--- src/logic/cfmb_defs.svh ---
`ifndef CFMB_DEFS_SVH
`define CFMB_DEFS_SVH
// ****************************************************************
// register byte addresses
// ****************************************************************
`define CFMB_A_FILT_IDH  12'h000
`define CFMB_A_FILT_IDL  12'h004
`define CFMB_A_FILT_EXH  12'h008
`define CFMB_A_FILT_EXL  12'h00c
`define CFMB_A_MASK_IDH  12'h010
`define CFMB_A_MASK_IDL  12'h014
`define CFMB_A_MASK_EXH  12'h018
`define CFMB_A_MASK_EXL  12'h01c
`define CFMB_A_BT1       12'h020
`define CFMB_A_BT2       12'h024
`define CFMB_A_BT3       12'h028
`define CFMB_A_MODE      12'h02c
`define CFMB_A_STATUS    12'h030
// ****************************************************************
// field positions and values
// ****************************************************************
`define CFMB_EXT_BIT     3
`define CFMB_LOW_WMASK   8'heb
`define CFMB_MLOW_WMASK  8'he3
`define CFMB_BT3_WMASK   8'h47
`define CFMB_PH2SEL_BIT  7
`define CFMB_TRIPLE_BIT  6
`define CFMB_WAKE_BIT    6
`define CFMB_RST_BYTE    8'h00
`define CFMB_WAKE_FLT    4'hf
`define CFMB_IPT_TQ      4'h2
`endif

--- src/logic/cfmb_pkg.sv ---
package cfmb_pkg;
  // acceptance filter with its format select
  typedef struct packed {
    logic [7:0] id_high;
    logic [7:0] id_low;
    logic [7:0] ext_high;
    logic [7:0] ext_low;
  } cfmb_ident_type;
  // decoded bit timing in quanta and oscillator periods
  typedef struct packed {
    logic [7:0] tq_clocks;
    logic [2:0] sjw_tq;
    logic [3:0] prop_tq;
    logic [3:0] ph1_tq;
    logic [3:0] ph2_tq;
    logic [4:0] bit_tq;
    logic       triple;
  } cfmb_timing_type;
  typedef enum logic [1:0] {
    CFMB_ST_SYNC  = 2'b00,
    CFMB_ST_SEG1  = 2'b01,
    CFMB_ST_SEG2  = 2'b11
  } cfmb_seg_type;
endpackage : cfmb_pkg

--- src/logic/cfmb_top.sv ---
// Decided for this implementation: the register addresses and the APB slave port.
`timescale 1ns/1ps
`include "cfmb_defs.svh"
module cfmb_top
  import cfmb_pkg::*;
(
  input  wire logic        clock_i,
  input  wire logic        arst_n_i,
  input  wire logic        psel_i,
  input  wire logic        penable_i,
  input  wire logic        pwrite_i,
  input  wire logic [11:0] paddr_i,
  input  wire logic [31:0] pwdata_i,
  output logic             pready_o,
  output logic      [31:0] prdata_o,
  output logic             pslverr_o,
  input  wire logic [28:0] rx_id_i,
  input  wire logic        rx_ext_i,
  input  wire logic        rx_bus_i,
  output logic             id_match_o,
  output cfmb_timing_type  timing_o,
  output logic             sample_pulse_o,
  output logic             bit_value_o,
  output logic             wake_o
);
  // ****************************************************************
  // state
  // ****************************************************************
  typedef struct packed {
    cfmb_ident_type  filt;
    cfmb_ident_type  mask;
    logic [7:0]      bt1;
    logic [7:0]      bt2;
    logic [7:0]      bt3;
    logic            cfg_mode;
    logic            ready;
    logic [31:0]     rdata;
    logic            err;
    logic            match;
    cfmb_timing_type tim;
    logic [1:0]      sync;
    logic [2:0]      samp;
    logic [3:0]      wflt;
    logic            wake;
    logic [7:0]      pre_cnt;
    logic [3:0]      seg_cnt;
    cfmb_seg_type    seg;
    logic            spulse;
    logic            bitv;
  } cfmb_state_type;

  cfmb_state_type st_r;
  cfmb_state_type st_nxt;
  logic [28:0]    fid;
  logic [28:0]    mid;
  logic [3:0]     ph2_auto;
  logic [7:0]     bt_wdata;
  logic           rx_line;

  // identifier bit layout shared by filter and mask
  always_comb begin
    fid = {st_r.filt.id_high, st_r.filt.id_low[7:5], st_r.filt.id_low[1:0],
           st_r.filt.ext_high, st_r.filt.ext_low};
    mid = {st_r.mask.id_high, st_r.mask.id_low[7:5], st_r.mask.id_low[1:0],
           st_r.mask.ext_high, st_r.mask.ext_low};
  end

  assign rx_line  = st_r.sync[1];
  assign bt_wdata = pwdata_i[7:0];
  assign ph2_auto = ({1'b0, st_r.bt2[5:3]} + 4'h1 > `CFMB_IPT_TQ) ?
                    {1'b0, st_r.bt2[5:3]} + 4'h1 : `CFMB_IPT_TQ;

  // ****************************************************************
  // next state
  // ****************************************************************
  always_comb begin
    logic        acc;
    logic        wr;
    logic [28:0] cmp;
    logic [3:0]  ph2;
    logic [3:0]  seg_end;
    logic [1:0]  votes;
    acc     = psel_i && penable_i && !st_r.ready;
    wr      = acc && pwrite_i;
    cmp     = 29'h0;
    ph2     = 4'h0;
    seg_end = 4'h0;
    votes   = 2'h0;
    st_nxt  = st_r;
    st_nxt.ready  = acc;
    st_nxt.err    = 1'b0;
    st_nxt.rdata  = 32'h0;
    st_nxt.spulse = 1'b0;
    // apb write decode
    if (wr) begin
      if (paddr_i == `CFMB_A_FILT_IDH) begin
        st_nxt.filt.id_high = bt_wdata;
      end else if (paddr_i == `CFMB_A_FILT_IDL) begin
        st_nxt.filt.id_low = bt_wdata & `CFMB_LOW_WMASK;
      end else if (paddr_i == `CFMB_A_FILT_EXH) begin
        st_nxt.filt.ext_high = bt_wdata;
      end else if (paddr_i == `CFMB_A_FILT_EXL) begin
        st_nxt.filt.ext_low = bt_wdata;
      end else if (paddr_i == `CFMB_A_MASK_IDH) begin
        st_nxt.mask.id_high = bt_wdata;
      end else if (paddr_i == `CFMB_A_MASK_IDL) begin
        st_nxt.mask.id_low = bt_wdata & `CFMB_MLOW_WMASK;
      end else if (paddr_i == `CFMB_A_MASK_EXH) begin
        st_nxt.mask.ext_high = bt_wdata;
      end else if (paddr_i == `CFMB_A_MASK_EXL) begin
        st_nxt.mask.ext_low = bt_wdata;
      end else if (paddr_i == `CFMB_A_BT1) begin
        if (st_r.cfg_mode) st_nxt.bt1 = bt_wdata;
        else st_nxt.err = 1'b1;
      end else if (paddr_i == `CFMB_A_BT2) begin
        if (st_r.cfg_mode) st_nxt.bt2 = bt_wdata;
        else st_nxt.err = 1'b1;
      end else if (paddr_i == `CFMB_A_BT3) begin
        if (st_r.cfg_mode) st_nxt.bt3 = bt_wdata & `CFMB_BT3_WMASK;
        else st_nxt.err = 1'b1;
      end else if (paddr_i == `CFMB_A_MODE) begin
        st_nxt.cfg_mode = pwdata_i[0];
      end else if (paddr_i != `CFMB_A_STATUS) begin
        st_nxt.err = 1'b1;
      end else begin
        st_nxt.err = 1'b1;
      end
    end else if (acc) begin
      // apb read decode, narrow data in low bits
      if (paddr_i == `CFMB_A_FILT_IDH) st_nxt.rdata = {24'h0, st_r.filt.id_high};
      else if (paddr_i == `CFMB_A_FILT_IDL) st_nxt.rdata = {24'h0, st_r.filt.id_low};
      else if (paddr_i == `CFMB_A_FILT_EXH) st_nxt.rdata = {24'h0, st_r.filt.ext_high};
      else if (paddr_i == `CFMB_A_FILT_EXL) st_nxt.rdata = {24'h0, st_r.filt.ext_low};
      else if (paddr_i == `CFMB_A_MASK_IDH) st_nxt.rdata = {24'h0, st_r.mask.id_high};
      else if (paddr_i == `CFMB_A_MASK_IDL) st_nxt.rdata = {24'h0, st_r.mask.id_low};
      else if (paddr_i == `CFMB_A_MASK_EXH) st_nxt.rdata = {24'h0, st_r.mask.ext_high};
      else if (paddr_i == `CFMB_A_MASK_EXL) st_nxt.rdata = {24'h0, st_r.mask.ext_low};
      else if (paddr_i == `CFMB_A_BT1) st_nxt.rdata = {24'h0, st_r.bt1};
      else if (paddr_i == `CFMB_A_BT2) st_nxt.rdata = {24'h0, st_r.bt2};
      else if (paddr_i == `CFMB_A_BT3) st_nxt.rdata = {24'h0, st_r.bt3};
      else if (paddr_i == `CFMB_A_MODE) st_nxt.rdata = {31'h0, st_r.cfg_mode};
      else if (paddr_i == `CFMB_A_STATUS) begin
        st_nxt.rdata = {29'h0, st_r.wake, st_r.bitv, st_r.match};
      end else begin
        st_nxt.err = 1'b1;
      end
    end

    // acceptance compare: format must agree, masked bits must equal
    cmp = rx_ext_i ? (rx_id_i ^ fid) & mid
                   : {(rx_id_i[10:0] ^ fid[28:18]) & mid[28:18], 18'h0};
    st_nxt.match = (rx_ext_i == st_r.filt.id_low[`CFMB_EXT_BIT]) && (cmp == 29'h0);

    // decoded timing
    if (st_r.bt2[`CFMB_PH2SEL_BIT]) begin
      ph2 = (st_r.bt3[2:0] == 3'h0) ? 4'h2 : {1'b0, st_r.bt3[2:0]} + 4'h1;
    end else begin
      ph2 = ph2_auto;
    end
    st_nxt.tim.sjw_tq    = {1'b0, st_r.bt1[7:6]} + 3'h1;
    st_nxt.tim.tq_clocks = {1'b0, st_r.bt1[5:0], 1'b0} + 8'h2;
    st_nxt.tim.prop_tq   = {1'b0, st_r.bt2[2:0]} + 4'h1;
    st_nxt.tim.ph1_tq    = {1'b0, st_r.bt2[5:3]} + 4'h1;
    st_nxt.tim.ph2_tq    = ph2;
    st_nxt.tim.bit_tq    = 5'h1 + {1'b0, st_nxt.tim.prop_tq}
                         + {1'b0, st_nxt.tim.ph1_tq} + {1'b0, ph2};
    st_nxt.tim.triple    = st_r.bt2[`CFMB_TRIPLE_BIT];

    // bus line sync and wake-up filter
    st_nxt.sync = {st_r.sync[0], rx_bus_i};
    if (rx_line) st_nxt.wflt = 4'h0;
    else if (st_r.wflt != `CFMB_WAKE_FLT) st_nxt.wflt = st_r.wflt + 4'h1;
    st_nxt.wake = st_r.bt3[`CFMB_WAKE_BIT] ? (st_r.wflt == `CFMB_WAKE_FLT)
                                           : !rx_line;

    // quantum prescaler and segment sequencer
    if (st_r.pre_cnt + 8'h1 >= st_r.tim.tq_clocks) begin
      st_nxt.pre_cnt = 8'h0;
      st_nxt.samp    = {st_r.samp[1:0], rx_line};
      st_nxt.seg_cnt = st_r.seg_cnt + 4'h1;
      case (st_r.seg)
        CFMB_ST_SYNC: begin
          st_nxt.seg     = CFMB_ST_SEG1;
          st_nxt.seg_cnt = 4'h0;
        end
        CFMB_ST_SEG1: begin
          seg_end = st_r.tim.prop_tq + st_r.tim.ph1_tq - 4'h1;
          if (st_r.seg_cnt == seg_end) begin
            st_nxt.seg     = CFMB_ST_SEG2;
            st_nxt.seg_cnt = 4'h0;
            st_nxt.spulse  = 1'b1;
            votes = {1'b0, st_r.samp[0]} + {1'b0, st_r.samp[1]};
            st_nxt.bitv = st_r.tim.triple ? (votes + {1'b0, rx_line} >= 2'h2)
                                          : rx_line;
          end
        end
        default: begin
          if (st_r.seg_cnt == st_r.tim.ph2_tq - 4'h1) begin
            st_nxt.seg     = CFMB_ST_SYNC;
            st_nxt.seg_cnt = 4'h0;
          end
        end
      endcase
    end else begin
      st_nxt.pre_cnt = st_r.pre_cnt + 8'h1;
    end
    if (st_r.cfg_mode) begin
      st_nxt.seg     = CFMB_ST_SYNC;
      st_nxt.pre_cnt = 8'h0;
      st_nxt.seg_cnt = 4'h0;
    end
  end

  // ****************************************************************
  // registers
  // ****************************************************************
  always_ff @(posedge clock_i or negedge arst_n_i) begin
    if (!arst_n_i) begin
      st_r          <= '0;
      st_r.cfg_mode <= 1'b1;
      st_r.sync     <= 2'h3;
      st_r.samp     <= 3'h7;
      st_r.bitv     <= 1'b1;
    end else begin
      st_r <= st_nxt;
    end
  end

  // outputs straight from flip-flops
  assign pready_o       = st_r.ready;
  assign prdata_o       = st_r.rdata;
  assign pslverr_o      = st_r.err;
  assign id_match_o     = st_r.match;
  assign timing_o       = st_r.tim;
  assign sample_pulse_o = st_r.spulse;
  assign bit_value_o    = st_r.bitv;
  assign wake_o         = st_r.wake;
endmodule : cfmb_top

--- config.mk ---
export PLATFORM = sky130hd
export DESIGN_NAME = cfmb_top
export DESIGN_NICKNAME = d
export VERILOG_FILES = /design/src/logic/cfmb_pkg.sv /design/src/logic/cfmb_top.sv
export VERILOG_INCLUDE_DIRS = /design/src /design/src/logic
export SDC_FILE = /design/constraint.sdc
export NUM_CORES = 1
export LEC_CHECK = 0
export BUFFER_PORTS_ARGS = -buffer_cell sky130_fd_sc_hd__buf_2
export CAP_MARGIN = 20
export CORE_MARGIN = 8
export CORE_UTILIZATION = 57
export CTS_CLUSTER_DIAMETER = 120
export DETAILED_ROUTE_END_ITERATION = 16
export PLACE_DENSITY = 0.82
export SYNTH_ARGS = -nofsm -noshare
export SYNTH_HDL_FRONTEND = slang
export SYNTH_SLANG_ARGS = --single-unit
--- constraint.sdc ---
create_clock -name clock_i -period 3.4 [get_ports clock_i]
set_clock_uncertainty 0.1 [all_clocks]
set_input_delay 0.17 -clock clock_i [delete_from_list [all_inputs] [get_ports clock_i]]
set_output_delay 0.17 -clock clock_i [all_outputs]
set_load 0.01 [all_outputs]
==> results.yml, run 1 <==
run_status:
  status: "complete, no violations"
drt:
  ant_nets: 0
  vias: 6112
  drtIter0Drc: 656
  wirelength_um: 21400
  drc: 0
  first_pass_iters: 5
  viasPerCell: 5.94
  routedWlPerCell_um: 20.8
floorplanning:
  die_h_um: 137
  core-area_um2: 14400
  start_util_pct: 57.7
  fp.dieArea_um2: 18700
  rows: 44
  die_x_um: 137
  io_pins: 147
min_path:
  hold_path_class: "input port to flop"
cells_and_area:
  drive_gt1_share_pct: 30.1
  nNetsFinal: 945
  diodes: 0
  area_growth_pct: 12.7
  finish.utilization_pct: 65.1
  finalInstanceArea_um2: 9350
clock_network:
  cts_max_level: 4
  cts_tree: "built"
  cts_root_buf: "clkbuf_16"
  clk_path_buf_depth: 2
  cts_buffers: 17
  cts_hold_buf: 5
  clk_pin_slew_ps: 60
  cts.sinks: 144
  clkLatencyLatePin_ps: 430
  post_cts_resized: 0
  post_cts_buffers: 0
setup_path:
  crit_path_max_fanout: 3
  crit_arrival_ps: 3270
  path_class: "flop to flop"
  crit_path_end_kind: "flop"
  critPathRequiredTime_ps: 3660
  path_buf_inv: 2
  crit_slowest_cell: "nor4_1"
  reg2reg_slack_ps: 380
  critical_path.startpoint_type: "flop"
  critical_path.cell_chain: "inv_1, ha_1, inv_1, ha_1, fa_1, xnor3_1, xnor2_1, nor4_1, and4_1, mux2_2"
  cp_top_family: "adder cells"
  critPathMaxStageDelay_ps: 410
timing:
  fin_setup_tns_ps: 0
  finalCritPeriodShare_pct: 88.7
  rsz0062_at_grt: "false"
  min_period_ps: 3020
  max_freq_mhz: 332
  tightest_slew_ps: 838
  slew_headroom_pct: 43.3
  drv_slew: 0
  finalSetupViolations: 0
  finalHoldWorstSlack_ps: 44.6
  finalHoldViolCount: 0
yosys:
  synth_area_leaders: "dfrtp_1 (42%), mux2_2 (12%), buf_4 (5.6%)"
  yosysSeqAreaShare_pct: 43.5
  synth.most_common_cell: "dfrtp_1"
  syn_inst: 763
  synth_top_area_cell: "dfrtp_1"
  syn_avg_cell_area_um2: 10.9
  ys_types: 73
  synth_edf_count: 0
  synth-main-ff-cell: "dfrtp_1"
  synth_seq_cells: 144
  ys_warn_count: 0
  synthTopCellsByCount: "dfrtp_1 (138), mux2_2 (87), buf_4 (62)"
  synth_top_area_share_pct: 41.6
  synth_area_um2: 8300
  async_flop_share_pct: 100
pwr:
  irDropWorstVdd_mv: 0.332
  power_density_nw_per_um2: 459
  finalPower_uw: 4290
  p_leak_uw: 0.00467
run:
  drv_cap: 0
grt:
  antenna_found_initial: 0
  grt_max_degree: 115
  grt_remaining_overflow: 0
  grt_pass1_wl_um: 34000
  grt.total_usage_pct: 23.8
  grt_pass1_vias: 6396
placement:
  hpwl_um: 15300
  gp_congestion: 0.935
  dpl_cell_area_um2: 8620
  io_buffers: 97
## state kept, by name, indices dropped and copies added (netlist names), 2 cells and up
name / cells
st_r: 41
fid: 29
mid: 29
timing_o: 28
prdata_o: 8
st_nxt: 2
## layer usage
metal | GRT usage, % | vias to the layer above | part of all wire, %
met1 | 28.3 | 3006 | 38
met4 | 10.8 | 0 | 3.5
met3 | 5.95 | 66 | 8.1
met5 | 0 | - | 0
li1 | - | 2740 | -
met2 | 39.9 | 300 | 50
## layout by cell type, fill, tap and decap left out, drive strengths merged, types with 5 or more instances in the layout
master and instances:
nor3 16, a21oi 22, nor2 32, dfrtp 138, xnor2 24, dlygate4sd3 5
bufinv 5, fa 5, inv 53, and3 9, mux2i 19, mux2 87
ha 28, nor2b 12, buf 110, a22oi 15, a31oi 12, dfstp 6
or3 5, nand3 24, clkbuf 22, o21ai 27, nand2 29, conb 25
xor2 35
## power breakdown
group | internal, uW | switching, uW
Combinational | 162 | 231
Sequential | 1770 | 60.2
Clock | 1360 | 716
Total | 3290 | 1010
## metrics by stage
stage,std cells,worst slack [ps]
floorplan,787,627
global placement,991,466
detailed placement,991,421
CTS,1028,389
global route,1029,240
finish,1029,384
## cell type report
type	instances	area, um^2
well taps	184	230
inverters	53	199
fillers	1124	5020
repair buffers	115	659
flip-flops and latches	144	3610
clock buffers	22	474
multi-input cells	501	4000
clock inverters	10	181
## cell families after synthesis
group	after synthesis	share of synthesized area, %
other	1	0.0452
XOR/XNOR	60	6.50
buffers and inverters	142	9.40
flip-flops	144	43.5
adder cells (fa/ha/maj)	33	5.43
multiplexers	108	14.6
AO/OA/AOI/OAI	123	9.95
AND/OR/NAND/NOR	152	10.5
## final timing paths
path	from	to	depth (start not counted)
setup / recovery	timing_o[15]	bit_value_o	10
hold / removal	pwdata_i[4]	fid[12]	2
setup reg to reg	timing_o[15]	bit_value_o	10
hold reg to reg	st_nxt[25]	rx_line	0
max in group asynchronous	arst_n_i	st_nxt[25]	3
min in group asynchronous	arst_n_i	timing_o[8]	2
## worst reg2reg max path: cells and delay by family, from the launching register on
kind                       cells  cell delay [ps]
muxes                          1              350
and+or+nand+nor                2              750
DFF                            1              340
buffers and inverters          2               90
adders and majority gates      3              800
xor gates and xnor gates       2              520
(Power assumes the default switching activity.)
==> inputs of run 2 (changes only) <==
--- a/config.mk
+++ b/config.mk
@@ -8,11 +8,13 @@
 export LEC_CHECK = 0
 export BUFFER_PORTS_ARGS = -buffer_cell sky130_fd_sc_hd__buf_2
 export CAP_MARGIN = 20
+export CORE_ASPECT_RATIO = 1.2
 export CORE_MARGIN = 8
 export CORE_UTILIZATION = 57
 export CTS_CLUSTER_DIAMETER = 120
 export DETAILED_ROUTE_END_ITERATION = 16
 export PLACE_DENSITY = 0.82
+export SETUP_SLACK_MARGIN = 0.1
 export SYNTH_ARGS = -nofsm -noshare
 export SYNTH_HDL_FRONTEND = slang
 export SYNTH_SLANG_ARGS = --single-unit
==> run 2 against run 1 <==
Effect of this change:
- die area hardly changed
- non-clock buffer count is 1 lower
- critical path depth is 1 lower
- critical endpoint is now st_r[7]
- combinational power is 2% lower
- count of clock-buffer cells in the layout stayed put
- final cell count is 0.97% lower
- sequential power hardly changed
- via count is 0.75% higher
- highest routed layer unchanged
- fmax is 0.43% lower
- global-route usage hardly changed
- utilization is 0.11 points lower
==> results.yml, run 2 (same netlist as run 1, synthesis figures left out) <==
placement:
  dpl_cell_area_um2: 8620
  hpwl_um: 15800
  gp_congestion: 0.973
  io_buffers: 97
clock_network:
  clk_path_buf_depth: 2
  post_cts_resized: 0
  clk_pin_slew_ps: 60
  cts_root_buf: "clkbuf_16"
  clkLatencyLatePin_ps: 430
  cts_buffers: 17
  cts_max_level: 4
  cts_tree: "built"
  cts.sinks: 144
grt:
  grt_pass1_vias: 6475
  grt.total_usage_pct: 23.8
  grt_remaining_overflow: 0
  grt_max_degree: 80
  antenna_found_initial: 0
  grt_pass1_wl_um: 34400
setup_path:
  crit_path_max_fanout: 11
  critPathMaxStageDelay_ps: 450
  crit_path_end_kind: "flop"
  path_class: "flop to flop"
  critical_path.cell_chain: "ha_1, xor2_1, ha_1, a2111oi_0, o21ai_0, a221o_1, or2_2, o21ai_0, a22o_1"
  crit_slowest_cell: "a2111oi_0"
  critPathRequiredTime_ps: 3670
  crit_arrival_ps: 3290
  critical_path.startpoint_type: "flop"
cells_and_area:
  area_growth_pct: 11.9
  diodes: 0
  largest_register_ffs: 41
  top_register: "st_r"
  layout_commonest_cell: "dfrtp_1"
  nNetsFinal: 944
  finalInstanceArea_um2: 9290
  mostFrequentLayoutCells: "dfrtp_1 (138), buf_2 (96), mux2_2 (87)"
  drive_gt1_share_pct: 30.1
drt:
  met1_length_um: 8030
  dr_wl_met2_um: 11000
  viasPerCell: 6.04
  wl_met3_um: 1460
  routedWlPerCell_um: 21.1
  vias: 6158
  wirelength_um: 21500
  ant_nets: 0
  first_pass_iters: 7
  drc: 0
  drtIter0Drc: 447
  top_layer: "met4"
run:
  drv_cap: 0
timing:
  max_freq_mhz: 330
  finalHoldViolCount: 0
  drv_slew: 0
  finalSetupViolations: 0
  fin_setup_tns_ps: 0
  tightest_slew_ps: 906
  rsz0062_at_grt: "false"
  finalCritPeriodShare_pct: 89.1
  min_period_ps: 3030
  slew_headroom_pct: 39.3
floorplanning:
  core-area_um2: 14300
  io_pins: 147
  start_util_pct: 58.0
  fp.dieArea_um2: 18700
  die_x_um: 126
  rows: 48
  die_h_um: 148
pwr:
  finalPower_uw: 4140
  power_density_nw_per_um2: 446
  irDropWorstVdd_mv: 0.266
  p_leak_uw: 0.00464
run_status:
  status: "complete, no violations"
min_path:
  hold_path_class: "input port to flop"
-- run 2: cell count changes in the layout (fill, tap and decap cells not counted), sizes merged --
cell	previous run	this run
bufinv	5	3
clkinvlp	1	3
buf	110	109
-- run 2: where the power goes --
group	switching, uW	internal (uW)
Combinational	228	159
Sequential	59.5	1770
Clock	705	1220
-- run 2: timing repair --
action / CTS / global route
hold endpoints to repair: 79 / 0
buffers inserted: 0 / 0
hold buffers: 5 / 0
-- run 2: final cells by class --
| class | instances | area [um^2] |
|---|---|---|
| fillers | 1130 | 5010 |
| multi-input cells | 501 | 4000 |
| flip-flops and latches | 144 | 3610 |
| repair buffers | 114 | 644 |
| clock buffers | 22 | 484 |
| well taps | 175 | 219 |
| inverters | 53 | 199 |
| clock inverters | 10 | 133 |
-- run 2: metrics by stage --
stage / worst slack, ps / hold slack (ps) / utilization, % / std cells
finish: 371 / 21.8 / 65.0 / 1019
global route: 143 / 33.9 / 65.0 / 1019
CTS: 336 / 12.6 / 65.0 / 1019
detailed placement: 351 / 154 / 60.3 / 982
global placement: 468 / 141 / 60.3 / 982
floorplan: 627 / -226 / - / 787
-- run 2: path summary, 6_finish.rpt --
check / startpoint / end / slack, ps / cells after the start
min: pwdata_i[4] / mid[4] / 20 / 2
min reg2reg: st_nxt[25] / rx_line / 260 / 0
max reg2reg: st_r[8] / st_r[7] / 370 / 9
max: st_r[8] / st_r[7] / 370 / 9
max in group asynchronous: arst_n_i / rx_line / 2160 / 3
min in group asynchronous: arst_n_i / st_r[10] / 240 / 2
-- run 2: layer usage --
metal | vias up | GRT usage (%)
met4 | 0 | 14.3
met5 | - | 0
li1 | 2743 | -
met3 | 76 | 5.48
met1 | 3033 | 26.0
met2 | 306 | 41.4
-- run 2: critical path: cells and delay by family (launching register included) --
| kind | cells | cell delay [ps] |
|---|---|---|
| AO/OA/AOI/OAI | 5 | 1370 |
| adder cells (fa/ha/maj) | 2 | 450 |
| flip-flops | 1 | 430 |
| AND/OR/NAND/NOR | 1 | 430 |
| XOR/XNOR | 1 | 190 |
